File: src/pkg/simz_pkg.sv
/*
  Package for the system-interface mode register block: offsets, field
  positions, reset values and timing counts.
  Assumes a single 100 MHz clock domain.
*/
package simz_pkg;
  localparam logic [8:0] MODE_ZERO_OFFSET = 9'h100;
  localparam logic [8:0] CTRL_OFFSET      = 9'h120;
  localparam logic [8:0] STAT_OFFSET      = 9'h121;

  localparam int TEST_BIT   = 0;
  localparam int FAST_CLK_BIT    = 1;
  localparam int MASTER_RST_BIT  = 2;
  localparam int FLOW_BIT        = 3;
  localparam int ORDER_BIT       = 4;
  localparam int VIRTUAL_BIT     = 5;
  localparam int SMALL_QUEUE_BIT = 6;
  localparam int SHORT_BURST_BIT = 7;

  localparam int CTRL_BUS_PAR_BIT = 0;

  localparam int STAT_RX_PAR_BIT = 0;
  localparam int STAT_ERR_BIT = 1;
  localparam int STAT_BUSY_BIT = 2;

  localparam logic [7:0] MODE_ZERO_RESET = 8'h00;
  localparam logic [7:0] CTRL_RESET      = 8'h00;

  localparam logic [7:0] SERVICE_LOSS_NORMAL = 8'hFF;
  localparam logic [7:0] SERVICE_LOSS_TEST   = 8'h04;

  localparam logic [3:0] MASTER_RST_CYCLES = 4'h8;

  localparam logic [12:0] QUEUE_BYTES_LARGE = 13'h1000;
  localparam logic [12:0] QUEUE_BYTES_SMALL = 13'h0400;

  localparam logic [3:0] BURST_MAX_LONG  = 4'h8;
  localparam logic [3:0] BURST_MAX_SHORT = 4'h4;

  typedef enum logic [1:0] {
    SIMZ_RST_IDLE = 2'b01,
    SIMZ_RST_BUSY = 2'b10
  } simz_rst_e;
endpackage

File: src/pkg/simz_par_if.sv
/*
  Interface carrying one parity-protected byte between modules.
  Assumes both ends share clk.
*/
`timescale 1ns/1ps
interface simz_par_if;
  logic [7:0] data;
  logic       par;
  logic       valid;
  modport src (output data, output par, output valid);
  modport dst (input data, input par, input valid);
endinterface

File: src/hdl/simz_mode_regs.sv
/*
  System-interface mode register zero with its decoded controls,
  master reset sequencing, parity routing and byte order swap.
  Assumes a plain register port and data paths on clk.
*/
`timescale 1ns/1ps
module simz_mode_regs (
  // Clock and reset
  input  wire logic        clk,
  input  wire logic        srst,
  // Register port
  input  wire logic [8:0]  reg_addr,
  input  wire logic [7:0]  reg_wdata,
  input  wire logic        reg_wr,
  input  wire logic        reg_rd,
  output logic [7:0]       reg_rdata,
  // Decoded controls
  output logic             test_mode,
  output logic [7:0]       service_loss_limit,
  output logic             fast_host_clock_opt,
  output logic             machines_stop,
  output logic             sysif_regs_init,
  output logic             virtual_addressing_select,
  output logic [12:0]      queue_bytes,
  output logic [3:0]       burst_max_words,
  output logic             control_bus_parity_enable,
  // Transmit request path from host bus
  input  wire logic [7:0]  host_tx_data,
  input  wire logic        host_tx_par,
  input  wire logic        host_tx_valid,
  output logic [7:0]       req_tx_data,
  output logic             req_tx_par,
  output logic             req_tx_valid,
  // Receive indicate path from ring engine
  input  wire logic [7:0]  ind_rx_data,
  input  wire logic        ind_rx_par,
  input  wire logic        ind_rx_valid,
  input  wire logic        ind_rx_in_frame,
  // Descriptor fetch parity fault
  input  wire logic        desc_par_fault,
  // Host bus word out
  input  wire logic [31:0] host_out_word,
  output logic [31:0]      host_bus_word,
  output logic [3:0]       host_bus_par
);
  import simz_pkg::*;

  logic [7:0]  mode_zero;
  logic [7:0]  next_mode_zero;
  logic [7:0]  ctrl;
  logic        rx_par_err;
  logic        flag_rx_par;
  logic        flag_err;
  logic [3:0]  rst_cnt;
  logic [3:0]  next_rst_cnt;
  simz_rst_e   rst_state;
  simz_rst_e   next_rst_state;
  logic        wr_mode;
  logic        wr_stat;
  logic [31:0] next_word;

  simz_par_if tx_in_b ();
  simz_par_if tx_out_b ();
  simz_par_if rx_in_b ();

  function automatic logic odd_par(input logic [7:0] d);
    return ~(^d);
  endfunction

  function automatic logic [31:0] lane_swap(input logic [31:0] w);
    return {w[7:0], w[15:8], w[23:16], w[31:24]};
  endfunction

  assign wr_mode = reg_wr && (reg_addr == MODE_ZERO_OFFSET);
  assign wr_stat = reg_wr && (reg_addr == STAT_OFFSET);

  // Next mode value; final busy cycle clears only the reset bit
  always_comb begin
    next_mode_zero = mode_zero;
    if (rst_state == SIMZ_RST_BUSY && rst_cnt == 4'h0) begin
      next_mode_zero[MASTER_RST_BIT] = 1'b0;
    end else if (wr_mode) begin
      next_mode_zero = reg_wdata;
    end
  end

  // Mode register, master reset bit held until sequence ends
  always_ff @(posedge clk) begin
    if (srst) begin
      mode_zero <= MODE_ZERO_RESET;
    end else begin
      mode_zero <= next_mode_zero;
    end
  end

  // Master reset sequencer, next state
  always_comb begin
    next_rst_state = rst_state;
    next_rst_cnt   = rst_cnt;
    case (rst_state)
      SIMZ_RST_IDLE: begin
        if (wr_mode && reg_wdata[MASTER_RST_BIT]) begin
          next_rst_state = SIMZ_RST_BUSY;
          next_rst_cnt   = MASTER_RST_CYCLES - 4'h1;
        end
      end
      SIMZ_RST_BUSY: begin
        if (rst_cnt == 4'h0) begin
          next_rst_state = SIMZ_RST_IDLE;
        end else begin
          next_rst_cnt = rst_cnt - 4'h1;
        end
      end
      default: begin
        next_rst_state = SIMZ_RST_IDLE;
        next_rst_cnt   = 4'h0;
      end
    endcase
  end

  always_ff @(posedge clk) begin
    if (srst) begin
      rst_state <= SIMZ_RST_IDLE;
      rst_cnt   <= 4'h0;
    end else begin
      rst_state <= next_rst_state;
      rst_cnt   <= next_rst_cnt;
    end
  end

  // Stop level from a flop, loaded from the next state to track rst_state
  always_ff @(posedge clk) begin
    if (srst) begin
      machines_stop <= 1'b0;
    end else begin
      machines_stop <= (next_rst_state == SIMZ_RST_BUSY);
    end
  end

  assign sysif_regs_init = machines_stop;

  // Control register holding control bus parity enable, independent of flow
  always_ff @(posedge clk) begin
    if (srst || machines_stop) begin
      ctrl <= CTRL_RESET;
    end else if (reg_wr && reg_addr == CTRL_OFFSET) begin
      ctrl <= reg_wdata;
    end
  end

  // Sticky error flags, set wins over write-one-to-clear
  always_ff @(posedge clk) begin
    if (srst || machines_stop) begin
      flag_rx_par <= 1'b0;
      flag_err    <= 1'b0;
    end else begin
      flag_rx_par <= rx_par_err
                     || (flag_rx_par && !(wr_stat && reg_wdata[STAT_RX_PAR_BIT]));
      flag_err <= desc_par_fault
                  || (flag_err && !(wr_stat && reg_wdata[STAT_ERR_BIT]));
    end
  end

  // Read data one cycle after strobe
  always_ff @(posedge clk) begin
    if (srst) begin
      reg_rdata <= 8'h00;
    end else if (reg_rd) begin
      case (reg_addr)
        MODE_ZERO_OFFSET: reg_rdata <= mode_zero;
        CTRL_OFFSET:      reg_rdata <= ctrl;
        STAT_OFFSET: begin
          reg_rdata                <= 8'h00;
          reg_rdata[STAT_RX_PAR_BIT] <= flag_rx_par;
          reg_rdata[STAT_ERR_BIT]  <= flag_err;
          reg_rdata[STAT_BUSY_BIT] <= machines_stop;
        end
        default:          reg_rdata <= 8'h00;
      endcase
    end else begin
      reg_rdata <= 8'h00;
    end
  end

  assign test_mode                 = mode_zero[TEST_BIT];
  assign fast_host_clock_opt       = mode_zero[FAST_CLK_BIT];
  assign virtual_addressing_select = mode_zero[VIRTUAL_BIT];
  assign control_bus_parity_enable = ctrl[CTRL_BUS_PAR_BIT];

  // Multi-bit controls from flops, loaded in step with the mode register
  always_ff @(posedge clk) begin
    if (srst) begin
      service_loss_limit <= SERVICE_LOSS_NORMAL;
      queue_bytes        <= QUEUE_BYTES_LARGE;
      burst_max_words    <= BURST_MAX_LONG;
    end else begin
      service_loss_limit <= next_mode_zero[TEST_BIT] ? SERVICE_LOSS_TEST
                                                     : SERVICE_LOSS_NORMAL;
      queue_bytes        <= next_mode_zero[SMALL_QUEUE_BIT] ? QUEUE_BYTES_SMALL
                                                            : QUEUE_BYTES_LARGE;
      burst_max_words    <= next_mode_zero[SHORT_BURST_BIT] ? BURST_MAX_SHORT
                                                            : BURST_MAX_LONG;
    end
  end

  // Parity unit; host input parity is never checked
  assign tx_in_b.data  = host_tx_data;
  assign tx_in_b.par   = host_tx_par;
  assign tx_in_b.valid = host_tx_valid;
  assign rx_in_b.data  = ind_rx_data;
  assign rx_in_b.par   = ind_rx_par;
  assign rx_in_b.valid = ind_rx_valid;

  simz_parity u_par (
    .clk         (clk),
    .srst        (srst),
    .flow_en     (mode_zero[FLOW_BIT]),
    .rx_in_frame (ind_rx_in_frame),
    .tx_in       (tx_in_b),
    .tx_out      (tx_out_b),
    .rx_in       (rx_in_b),
    .rx_err      (rx_par_err)
  );

  assign req_tx_data  = tx_out_b.data;
  assign req_tx_par   = tx_out_b.par;
  assign req_tx_valid = tx_out_b.valid;

  // Host bus word: lane order then fresh odd parity per byte
  assign next_word = mode_zero[ORDER_BIT] ? lane_swap(host_out_word)
                                          : host_out_word;

  always_ff @(posedge clk) begin
    if (srst) begin
      host_bus_word <= 32'h0000_0000;
      host_bus_par  <= 4'hF;
    end else begin
      host_bus_word <= next_word;
      for (int i = 0; i < 4; i++) begin
        host_bus_par[i] <= odd_par(next_word[8*i +: 8]);
      end
    end
  end
endmodule

File: src/hdl/simz_parity.sv
/*
  Odd-parity unit: generates transmit parity unless flow_en forwards it, checks receive parity only with flow_en set.
  Assumes inputs come from logic on the same clock.
*/
`timescale 1ns/1ps
module simz_parity (
  // Clock and reset
  input  wire logic clk,
  input  wire logic srst,
  // Control
  input  wire logic flow_en,
  input  wire logic rx_in_frame,
  // Byte paths
  simz_par_if.dst   tx_in,
  simz_par_if.src   tx_out,
  simz_par_if.dst   rx_in,
  // Result
  output logic      rx_err
);
  import simz_pkg::*;

  function automatic logic odd_par(input logic [7:0] d);
    return ~(^d);
  endfunction

  always_ff @(posedge clk) begin
    if (srst) begin
      tx_out.data  <= 8'h00;
      tx_out.par   <= 1'b1;
      tx_out.valid <= 1'b0;
    end else begin
      tx_out.data  <= tx_in.data;
      tx_out.valid <= tx_in.valid;
      tx_out.par   <= flow_en ? tx_in.par : odd_par(tx_in.data);
    end
  end

  always_ff @(posedge clk) begin
    if (srst) begin
      rx_err <= 1'b0;
    end else begin
      rx_err <= flow_en && rx_in.valid && rx_in_frame
                && (rx_in.par != odd_par(rx_in.data));
    end
  end
endmodule

File: config.mk
export PLATFORM = sky130hd
export DESIGN_NAME = simz_mode_regs
export DESIGN_NICKNAME = d
export VERILOG_FILES = /design/src/pkg/simz_pkg.sv /design/src/pkg/simz_par_if.sv /design/src/hdl/simz_mode_regs.sv /design/src/hdl/simz_parity.sv
export SDC_FILE = /design/constraint.sdc
export NUM_CORES = 1
export LEC_CHECK = 0
export BUFFER_PORTS_ARGS = -buffer_cell sky130_fd_sc_hd__buf_2
export CAP_MARGIN = 20
export CORE_UTILIZATION = 52
export DETAILED_ROUTE_END_ITERATION = 6
export PLACE_DENSITY = 0.91
export SYNTH_ARGS = -nofsm -noshare
export SYNTH_HDL_FRONTEND = slang
export SYNTH_HIERARCHICAL = 1
export SYNTH_SLANG_ARGS = --single-unit
export TNS_END_PERCENT = 20
File: constraint.sdc
create_clock -name clk -period 5.5 [get_ports clk]
set_input_delay 1.1 -clock clk [delete_from_list [all_inputs] [get_ports clk]]
set_output_delay 1.1 -clock clk [all_outputs]
set_load 0.01 [all_outputs]
==> results of run 1 <==
-- logic make-up after synthesis --
| group | share of synthesized area |
|---|---|
| mux | 0.1614 |
| fa+ha+maj | 0.01323 |
| compound gates | 0.04332 |
| flops | 0.4392 |
| other cells | 0.001985 |
| buf+inv | 0.07672 |
| simple gates | 0.1498 |
| xor+xnor | 0.1144 |
-- power by group through the flow --
stage | logic, mW | clock network [mW] | registers (mW)
after detailed placement | 0.208 | 0 | 0.651
after floorplan | 0.122 | 0 | 0.664
after global routing | 0.231 | 0.496 | 0.640
after global placement | 0.202 | 0 | 0.650
final | 0.210 | 0.455 | 0.637
after CTS | 0.210 | 0.468 | 0.637
-- cells in the final DEF, fill, tap and decap left out, types with 2 or more instances in the layout --
cell,synthesis,layout
a21boi_0,2,2
nand2b_1,3,3
o21ai_0,10,10
ha_1,4,4
or2_1,3,3
conb_1,2,14
mux2i_1,61,61
or4_1,3,3
a211o_1,2,2
clkinv_4,0,2
nor2_1,59,59
and2_1,4,4
clkbuf_8,0,10
nand4_1,2,2
nand4b_1,2,2
xnor2_1,33,33
nand3_1,4,4
nor2b_1,12,12
nand2_1,5,5
buf_2,1,145
o21a_1,2,2
nor3_1,3,3
inv_1,5,5
a21oi_1,9,9
xor2_1,12,12
clkinvlp_4,0,2
dfxtp_1,83,82
-- flip-flops by register name, summed over array words and instances (netlist names), 4 cells and up --
signal and flops:
rst_cnt 4, host_bus_word 32, host_bus_par 4, mode_zero 7, u_par/tx_out.data 8, reg_rdata 8, ctrl 8
-- through the flow --
stage,power [mW],std cells
after floorplan,0.7863,394
after CTS,1.315,609
after global placement,0.8519,593
final,1.302,610
after global routing,1.367,610
after detailed placement,0.8594,593
-- final cells by class --
type	instances	area, um2	area share
tap	96	120.1	0.02585
clock inverter	6	73.82	0.01589
inverter	6	22.52	0.004847
sequential	83	1663	0.3578
timing repair buffer	146	753.2	0.1621
clock buffer	10	137.6	0.02962
multi-input combinational	263	1877	0.4039
-- metal layers --
layer,wire [um],track usage,up-vias
met5,0,0,-
met4,139,0.09091,0
met3,626,0.07393,14
met2,4419,0.4084,138
met1,3079,0.2319,1413
li1,-,-,1477
-- path summary, 6_finish.rpt --
path	start	to	slack [ns]
worst min-delay path	u_par/rx_err$_SDFF_PP0_	flag_rx_par$_SDFF_PP0_	0.47
worst max register to register	rst_state[0]$_SDFF_PP1_	service_loss_limit[6]$_SDFF_PP1_	3.37
worst min register to register	u_par/rx_err$_SDFF_PP0_	flag_rx_par$_SDFF_PP0_	0.47
worst max-delay path	reg_addr[0]	rst_cnt[0]$_SDFFE_PP0P_	2.95
==> impl_metrics.tcl, run 1 <==
set metrics [dict create \
    final_design_area_no_fill_um2 4647 \
    layout_min_cycle_time_ns 2.552 \
    cts_buffers 9 \
    diodes 0 \
    cts_hold_buffers 0 \
    nets_finish 588 \
    postSynthCellCount 382 \
    clock_insertion_delay_worst_skew_ns 0.35 \
    rsz0062_at_grt "no" \
    cpMaxStageDelayCell "or4_1" \
    io_buffers 145 \
    maxCapViolCount 0 \
    critPathRequiredTime_ns 5.78 \
    globalRoute.totalOverflow 0 \
    floorplan.die_area_um2 7621 \
    critical_path_at_ns 2.83 \
    cpLargestDelayFamily "simple AND/OR/NAND/NOR gates" \
    antenna_violations_before_repair 0 \
    timing.critical_path.depth 6 \
    worstRegToRegCells 6 \
    launching_element_type_of_the_critical_path "input pin" \
    post-route-drc-count 0 \
    netlist_top_cells_count "dfxtp_1 (83), mux2i_1 (61), nor2_1 (59)" \
    comb_power_share 0.161 \
    leading_area_contributor_after_synthesis "dfxtp_1" \
    ys_async_sr_fraction 0 \
    grt_max_degree 68 \
    drt_pass1_iterations 4 \
    power.ir.vdd_worst_v 0.0002123 \
    dr.first_iter.drc_count 118 \
    syn_area_per_cell_um2 9.905 \
    power_frac_seq 0.489 \
    vias_per_cell 4.987 \
    grt_pass1_vias 2960 \
    detailroute.via_count 3042 \
    critical_path_peak_fanout 12 \
    ctsRootBufferMaster "clkbuf_8" \
    number_of_synthesized_flops_with_an_enable_pin 0 \
    ys_dominant_reg_cell "dfxtp_1" \
    crit_path_end_kind "flip-flop" \
    hold_viol 0 \
    syn2layout_area_growth_pct 22.82 \
    synth.top_cell.area_share 0.4392 \
    post_synth_main_area_contributors "dfxtp_1 (44%), mux2i_1 (16%), xnor2_1 (7.6%)" \
    worstPathCellList "buf_2, nor4_2, nand4_1, and2_1, or4_1, a21oi_1" \
    min_period_over_period 0.4640 \
    top_level_ports 160 \
    power.clock.fraction 0.350 \
    starting_density_of_the_core 0.5478 \
    min_path_cells 1 \
    cp.buffers_inverters 1 \
    antenna_left 0 \
    finish.utilization 0.6728 \
    total_number_of_yosys_warnings 6 \
    yosys.cell_types.count 43 \
    path_clk_slew_ns 0.09 \
    groute.usage.overall 0.2226 \
    die_x_um 87.30 \
    grt_first_pass_wirelength_um 13060 \
    htree_num_levels 3 \
    maxClockFrequency_ghz 0.3918 \
    detailed_place_hpwl_um 6062 \
    p_leak_nw 2.111 \
    die_height_um 87.30 \
    fin_hold_ws_ns 0.4665 \
    placed_area_um2 4408 \
    clockBufferDepth 2 \
    cts_tree "yes" \
    cts_sinks 83 \
    setup_viol 0 \
    syn_area_um2 3784 \
    p_sw_frac 0.2661 \
    setup_ws_ns 2.948 \
    detail_route.wirelength_um 8264 \
    run_status "complete, no violations" \
    ctsResizeCount 0 \
    power_density_nw_per_um2 280.2 \
    floorplan.core_area_um2 6907 \
    ys_ff_latch 83 \
    crit_type "input pin to flip-flop" \
    place.gp.congestion 0.8577 \
    route.detailed.wl_per_inst_um 13.55 \
    maxSlewHeadroom 0.2799 \
    fillCellCount 578 \
    net_switching_power_of_the_design_mw 0.3466 \
    tightestPinTransition_ns 1.080 \
    cts.repair_timing.setup_buffer_count 0 \
    pre_cts_ws_ns 2.659 \
    layout-drive-gt1-share 0.3307 \
    skew_ns 0.009087 \
    num_rows 30 \
    final_max_slew_viol_count 0 \
    synth_sequential_area_ratio 0.4392 \
    crit_path_max_incr_delay_ns 0.52 \
    post-synth-top-count-cell "dfxtp_1" \
    totalNegativeSetupSlack_ns 0 \
    timing.hold.worst.class "flip-flop to flip-flop" \
    intPower_mw 0.9557 \
]
No activity file was read; power rests on OpenSTA's default activity.
==> run 2, diff against run 1 <==
--- a/config.mk
+++ b/config.mk
@@ -7,9 +7,9 @@
 export LEC_CHECK = 0
 export BUFFER_PORTS_ARGS = -buffer_cell sky130_fd_sc_hd__buf_2
 export CAP_MARGIN = 20
-export CORE_UTILIZATION = 52
+export CORE_UTILIZATION = 48
 export DETAILED_ROUTE_END_ITERATION = 6
-export PLACE_DENSITY = 0.91
+export PLACE_DENSITY = 0.85
 export SYNTH_ARGS = -nofsm -noshare
 export SYNTH_HDL_FRONTEND = slang
 export SYNTH_HIERARCHICAL = 1
==> constraint.sdc (replaced) <==
create_clock -name clk -period 2.47 [get_ports clk]
set_input_delay 0.494 -clock clk [delete_from_list [all_inputs] [get_ports clk]]
set_output_delay 0.494 -clock clk [all_outputs]
set_load 0.01 [all_outputs]
==> run 2 against run 1 <==
Die area grew 8.1%. Hold slack lost 0.11 ns. Sequential cell count is the same. Highest routed layer unchanged. Via count shrank 2.4%. Sequential power grew 120%. Non-clock buffer count grew 2. Cell count grew 1.3%. Critical endpoint is now burst_max_words[3]$_SDFF_PP1_. Global-route usage shrank 3.5 points. Critical path type is now flip-flop to flip-flop. Worst setup slack lost 2.6 ns.
==> impl_metrics.tcl, run 2 (synthesis results as in run 1) <==
set metrics [dict create \
    run_status "complete, no violations" \
    num_rows 32 \
    diodes 0 \
    grt_first_pass_wirelength_um 12500 \
    dr.first_iter.drc_count 90 \
    cts_tree "yes" \
    commonest_non_fill_non_tap_cell_in_the_layout "buf_2" \
    p_leak_nw 2.120 \
    starting_density_of_the_core 0.4922 \
    clock_insertion_delay_worst_skew_ns 0.35 \
    crit_path_end_kind "flip-flop" \
    syn2layout_area_growth_pct 22.98 \
    place.gp.congestion 0.7861 \
    floorplan.core_area_um2 7687 \
    worstPathCellList "inv_1, ha_1, and3_1, or4_4, mux2i_1, or2_1" \
    critical_path_peak_fanout 9 \
    power_density_nw_per_um2 614.9 \
    final_cell_mix "buf_2 (145), dfxtp_1 (82), mux2i_1 (61)" \
    maxSlewHeadroom 0.6203 \
    hold_viol 0 \
    groute.usage.overall 0.1879 \
    antenna_violations_before_repair 0 \
    nets_finish 590 \
    timing.hold.worst.class "input pin to flip-flop" \
    route.detailed.wl_per_inst_um 12.52 \
    clockBufferDepth 2 \
    post-route-drc-count 0 \
    wl_met3_um 530 \
    fin_hold_ws_ns 0.3597 \
    placed_cells 602 \
    top_layer "met4" \
    ctsRootBufferMaster "clkbuf_8" \
    critical_path_at_ns 2.39 \
    cpMaxStageDelayCell "or4_4" \
    cts_hold_buffers 0 \
    fillCellCount 698 \
    path_clk_slew_ns 0.08 \
    cts_sinks 83 \
    grt_pass1_vias 2947 \
    cts.repair_timing.setup_buffer_count 0 \
    cts_buffers 9 \
    rsz0062_at_grt "no" \
    critPathRequiredTime_ns 2.71 \
    io_buffers 145 \
    layout_min_cycle_time_ns 2.147 \
    totalNegativeSetupSlack_ns 0 \
    top_level_ports 160 \
    power.ir.vdd_worst_v 0.0003607 \
    crit_type "flip-flop to flip-flop" \
    setup_viol 0 \
    floorplan.die_area_um2 8242 \
    globalRoute.totalOverflow 0 \
    largest_reg_flops 32 \
    min_period_over_period 0.8694 \
    crit_path_max_incr_delay_ns 0.62 \
    detailroute.via_count 2969 \
    skew_ns 0.006123 \
    fin_cells 618 \
    largest_register "host_bus_word" \
    grt_max_degree 43 \
    final_max_slew_viol_count 0 \
    detailed_place_hpwl_um 5821 \
    die_x_um 90.79 \
    die_height_um 90.79 \
    final_design_area_no_fill_um2 4653 \
    layout-drive-gt1-share 0.3333 \
    maxCapViolCount 0 \
    antenna_left 0 \
    placed_area_um2 4451 \
    htree_num_levels 3 \
    drt_pass1_iterations 6 \
    detail_route.wirelength_um 7736 \
    maxClockFrequency_ghz 0.4657 \
    launching_element_type_of_the_critical_path "flip-flop" \
    dr_wl_met2_um 3937 \
    ctsResizeCount 0 \
    met1Wirelength_um 3138 \
    vias_per_cell 4.804 \
    tightestPinTransition_ns 0.5677 \
]
run 2: final cells by class:
cell class / instances / area, um2 / area share
multi-input combinational: 263 / 1877 / 0.4033
sequential: 83 / 1663 / 0.3574
timing repair buffer: 148 / 760.7 / 0.1635
clock buffer: 10 / 137.6 / 0.02958
tap: 102 / 127.6 / 0.02743
clock inverter: 6 / 65.06 / 0.01398
inverter: 6 / 22.52 / 0.004840
run 2: report_power, final:
group / internal, mW / leakage, nW / total [mW] / switching, mW
sequential: 1.40 / 0.683 / 1.42 / 0.0193
clock: 0.494 / 0.102 / 0.979 / 0.485
combinational: 0.224 / 1.34 / 0.464 / 0.240
run 2: worst paths after layout:
| check | startpoint | endpoint | slack [ns] | cells after the start |
|---|---|---|---|---|
| max | rst_state[0]$_SDFF_PP1_ | burst_max_words[3]$_SDFF_PP1_ | 0.32 | 6 |
| min | desc_par_fault | flag_err$_SDFF_PP0_ | 0.36 | 2 |
| max reg2reg | rst_state[0]$_SDFF_PP1_ | burst_max_words[3]$_SDFF_PP1_ | 0.32 | 6 |
| min reg2reg | u_par/rx_err$_SDFF_PP0_ | flag_rx_par$_SDFF_PP0_ | 0.47 | 1 |
run 2: per-stage QoR:
step | util | total power, mW | setup WS, ns
6_report | 0.6053 | 2.861 | 0.3226
5_1_grt | 0.6053 | 2.992 | 0.2314
4_1_cts | 0.6053 | 2.897 | 0.3219
3_5_place_dp | 0.5789 | 1.915 | 0.2700
3_3_place_gp | 0.5789 | 1.899 | 0.3230
2_1_floorplan | - | 1.751 | 0.3895
run 2: per-layer routing:
metal  global-route usage  vias up
met5                    0        -
met1               0.2007     1372
met3              0.04630       12
li1                     -     1483
met2               0.3485      102
met4              0.08069        0
run 2: worst max-delay path: cells and delay by family, from the launching register on:
kind | cells | cell delay, ns
simple gates | 3 | 1.13
flops | 1 | 0.38
fa+ha+maj | 1 | 0.29
mux | 1 | 0.17
buf+inv | 1 | 0.06
==> run 3, diff against run 2 <==
--- a/config.mk
+++ b/config.mk
@@ -7,9 +7,9 @@
 export LEC_CHECK = 0
 export BUFFER_PORTS_ARGS = -buffer_cell sky130_fd_sc_hd__buf_2
 export CAP_MARGIN = 20
-export CORE_UTILIZATION = 48
+export CORE_UTILIZATION = 43
 export DETAILED_ROUTE_END_ITERATION = 6
-export PLACE_DENSITY = 0.85
+export PLACE_DENSITY = 0.78
 export SYNTH_ARGS = -nofsm -noshare
 export SYNTH_HDL_FRONTEND = slang
 export SYNTH_HIERARCHICAL = 1
==> run 3 against run 2 <==
Via count increased by 1.2%. Sequential share of layout area unchanged. Fmax about the same. Non-clock buffer count grew 1. Sequential power hardly changed. Sequential cell count is the same. Critical endpoint is now queue_bytes[12]$_SDFF_PP1_.
==> impl_metrics.tcl, run 3 (synthesis results as in run 1) <==
set metrics [dict create \
    dr.first_iter.drc_count 63 \
    fillCellCount 769 \
    crit_path_end_kind "flip-flop" \
    top_level_ports 160 \
    grt_first_pass_wirelength_um 12560 \
    drt_pass1_iterations 4 \
    nets_finish 591 \
    detail_route.wirelength_um 8025 \
    post-route-drc-count 0 \
    detailroute.via_count 3005 \
    route.detailed.wl_per_inst_um 12.90 \
    power.ir.vdd_worst_v 0.0003637 \
    largest_reg_flops 32 \
    tightestPinTransition_ns 0.7209 \
    run_status "complete, no violations" \
    intPower_mw 2.101 \
    syn2layout_area_growth_pct 22.98 \
    cts.repair_timing.setup_buffer_count 0 \
    grt_max_degree 41 \
    grt_pass1_vias 2788 \
    totalNegativeSetupSlack_ns 0 \
    antenna_left 0 \
    report.power.total_mw 2.885 \
    layout_min_cycle_time_ns 2.147 \
    timing.hold.worst.class "input pin to flip-flop" \
    final_max_slew_viol_count 0 \
    crit_path_max_incr_delay_ns 0.61 \
    critical_path_at_ns 2.40 \
    p_leak_nw 2.115 \
    critical_path_peak_fanout 9 \
    place.gp.congestion 0.7993 \
    skew_ns 0.007877 \
    placed_area_um2 4449 \
    power_density_nw_per_um2 620.0 \
    ff_latch_area_um2 1663 \
    multi_input_comb_area_um2 1877 \
    reg2reg_setup_slack_ns 0.32 \
    io_buffers 145 \
    cts_buffers 9 \
    setup_viol 0 \
    min_from "host_tx_valid" \
    launching_element_type_of_the_critical_path "flip-flop" \
    worstHoldEndpoint "u_par/tx_out.valid$_SDFF_PP0_" \
    globalRoute.totalOverflow 0 \
    p_sw_frac 0.2716 \
    final_design_area_no_fill_um2 4653 \
    reg2reg_launch_point "rst_state[0]$_SDFF_PP1_" \
    detailed_place_hpwl_um 5976 \
    cpMaxStageDelayCell "or4_4" \
    critPathRequiredTime_ns 2.72 \
    layout-drive-gt1-share 0.3346 \
    floorplan.die_area_um2 9179 \
    cts_tree "yes" \
    final_cell_mix "buf_2 (145), dfxtp_1 (82), mux2i_1 (61)" \
    maxCapViolCount 0 \
    worstRegToRegCells 6 \
    worstPathCellList "inv_1, ha_1, and3_1, or4_4, mux2i_1, or2_1" \
    groute.usage.overall 0.1774 \
    min_period_over_period 0.8693 \
    antenna_violations_before_repair 1 \
    hold_viol 0 \
    vias_per_cell 4.831 \
    cts_sinks 83 \
    floorplan.core_area_um2 8382 \
    cts_hold_buffers 0 \
    maxSlewHeadroom 0.5194 \
    net_switching_power_of_the_design_mw 0.7837 \
    die_height_um 95.81 \
    largest_register "host_bus_word" \
    die_x_um 95.81 \
    fin_hold_ws_ns 0.3491 \
    power.clock.fraction 0.348 \
    comb_power_share 0.160 \
    maxClockFrequency_ghz 0.4657 \
    clock_insertion_delay_worst_skew_ns 0.35 \
    rsz0062_at_grt "no" \
    commonest_non_fill_non_tap_cell_in_the_layout "buf_2" \
    clockBufferDepth 2 \
    power_frac_seq 0.492 \
    num_rows 33 \
    crit-reg2reg-capture "queue_bytes[12]$_SDFF_PP1_" \
    starting_density_of_the_core 0.4514 \
    crit_type "flip-flop to flip-flop" \
    htree_num_levels 3 \
    path_clk_slew_ns 0.09 \
    ctsRootBufferMaster "clkbuf_8" \
    ctsResizeCount 0 \
    min_path_cells 2 \
    diodes 0 \
]
[run 3: cell types whose count changed in the layout (fill, tap and decap cells not counted)]
cell / delta
inv_6: +4
buf_4: +2
clkinv_2: -2
clkinv_4: -2
buf_12: -1
clkbuf_8: -1
clkinvlp_4: +1
[run 3: metrics by stage]
stage	instances	setup slack, ns	util
3_3_place_gp	606	0.3705	0.5308
4_1_cts	622	0.3459	0.5552
3_5_place_dp	606	0.3067	0.5308
5_1_grt	622	0.2030	0.5552
2_1_floorplan	394	0.3895	-
6_report	622	0.3229	0.5552
[run 3: metal layers]
layer	track usage	share of wire	up-vias
li1	-	-	1489
met1	0.2061	0.42	1369
met2	0.3018	0.48	127
met3	0.04107	0.073	20
met4	0.09577	0.025	0
met5	0	0	-
[run 3: power groups by stage]
stage	Clock (mW)	Sequential (mW)	Combinational, mW
3_5_place_dp	0	1.45	0.464
4_1_cts	1.03	1.42	0.467
2_1_floorplan	0	1.48	0.272
3_3_place_gp	0	1.45	0.452
5_1_grt	1.10	1.43	0.509
6_report	1.01	1.42	0.461
[run 3: worst max-delay path: cells and delay by family (launching register included)]
family,cells,cell delay (ns)
adders and majority gates,1,0.30
buffers and inverters,1,0.07
DFF,1,0.39
muxes,1,0.17
and+or+nand+nor,3,1.11
[run 3: layout make-up]
class,instances,area share
tap,105,0.02823
multi-input combinational,263,0.4033
timing repair buffer,149,0.1624
clock buffer,9,0.02662
inverter,6,0.004840
clock inverter,7,0.01721
sequential,83,0.3574
[run 3: worst max-delay path by stage]
| stage | startpoint | end | slack [ns] | depth (start not counted) |
|---|---|---|---|---|
| after floorplan | rst_state[0]$_SDFF_PP1_ | service_loss_limit[6]$_SDFF_PP1_ | 0.39 | 9 |
| after global placement | reg_addr[0] | rst_cnt[2]$_SDFFE_PP0P_ | 0.37 | 6 |
| after detailed placement | reg_addr[0] | rst_cnt[2]$_SDFFE_PP0P_ | 0.31 | 6 |
| after CTS | rst_state[0]$_SDFF_PP1_ | queue_bytes[12]$_SDFF_PP1_ | 0.35 | 6 |
| after global routing | rst_state[0]$_SDFF_PP1_ | burst_max_words[3]$_SDFF_PP1_ | 0.20 | 6 |
| final | rst_state[0]$_SDFF_PP1_ | queue_bytes[12]$_SDFF_PP1_ | 0.32 | 6 |
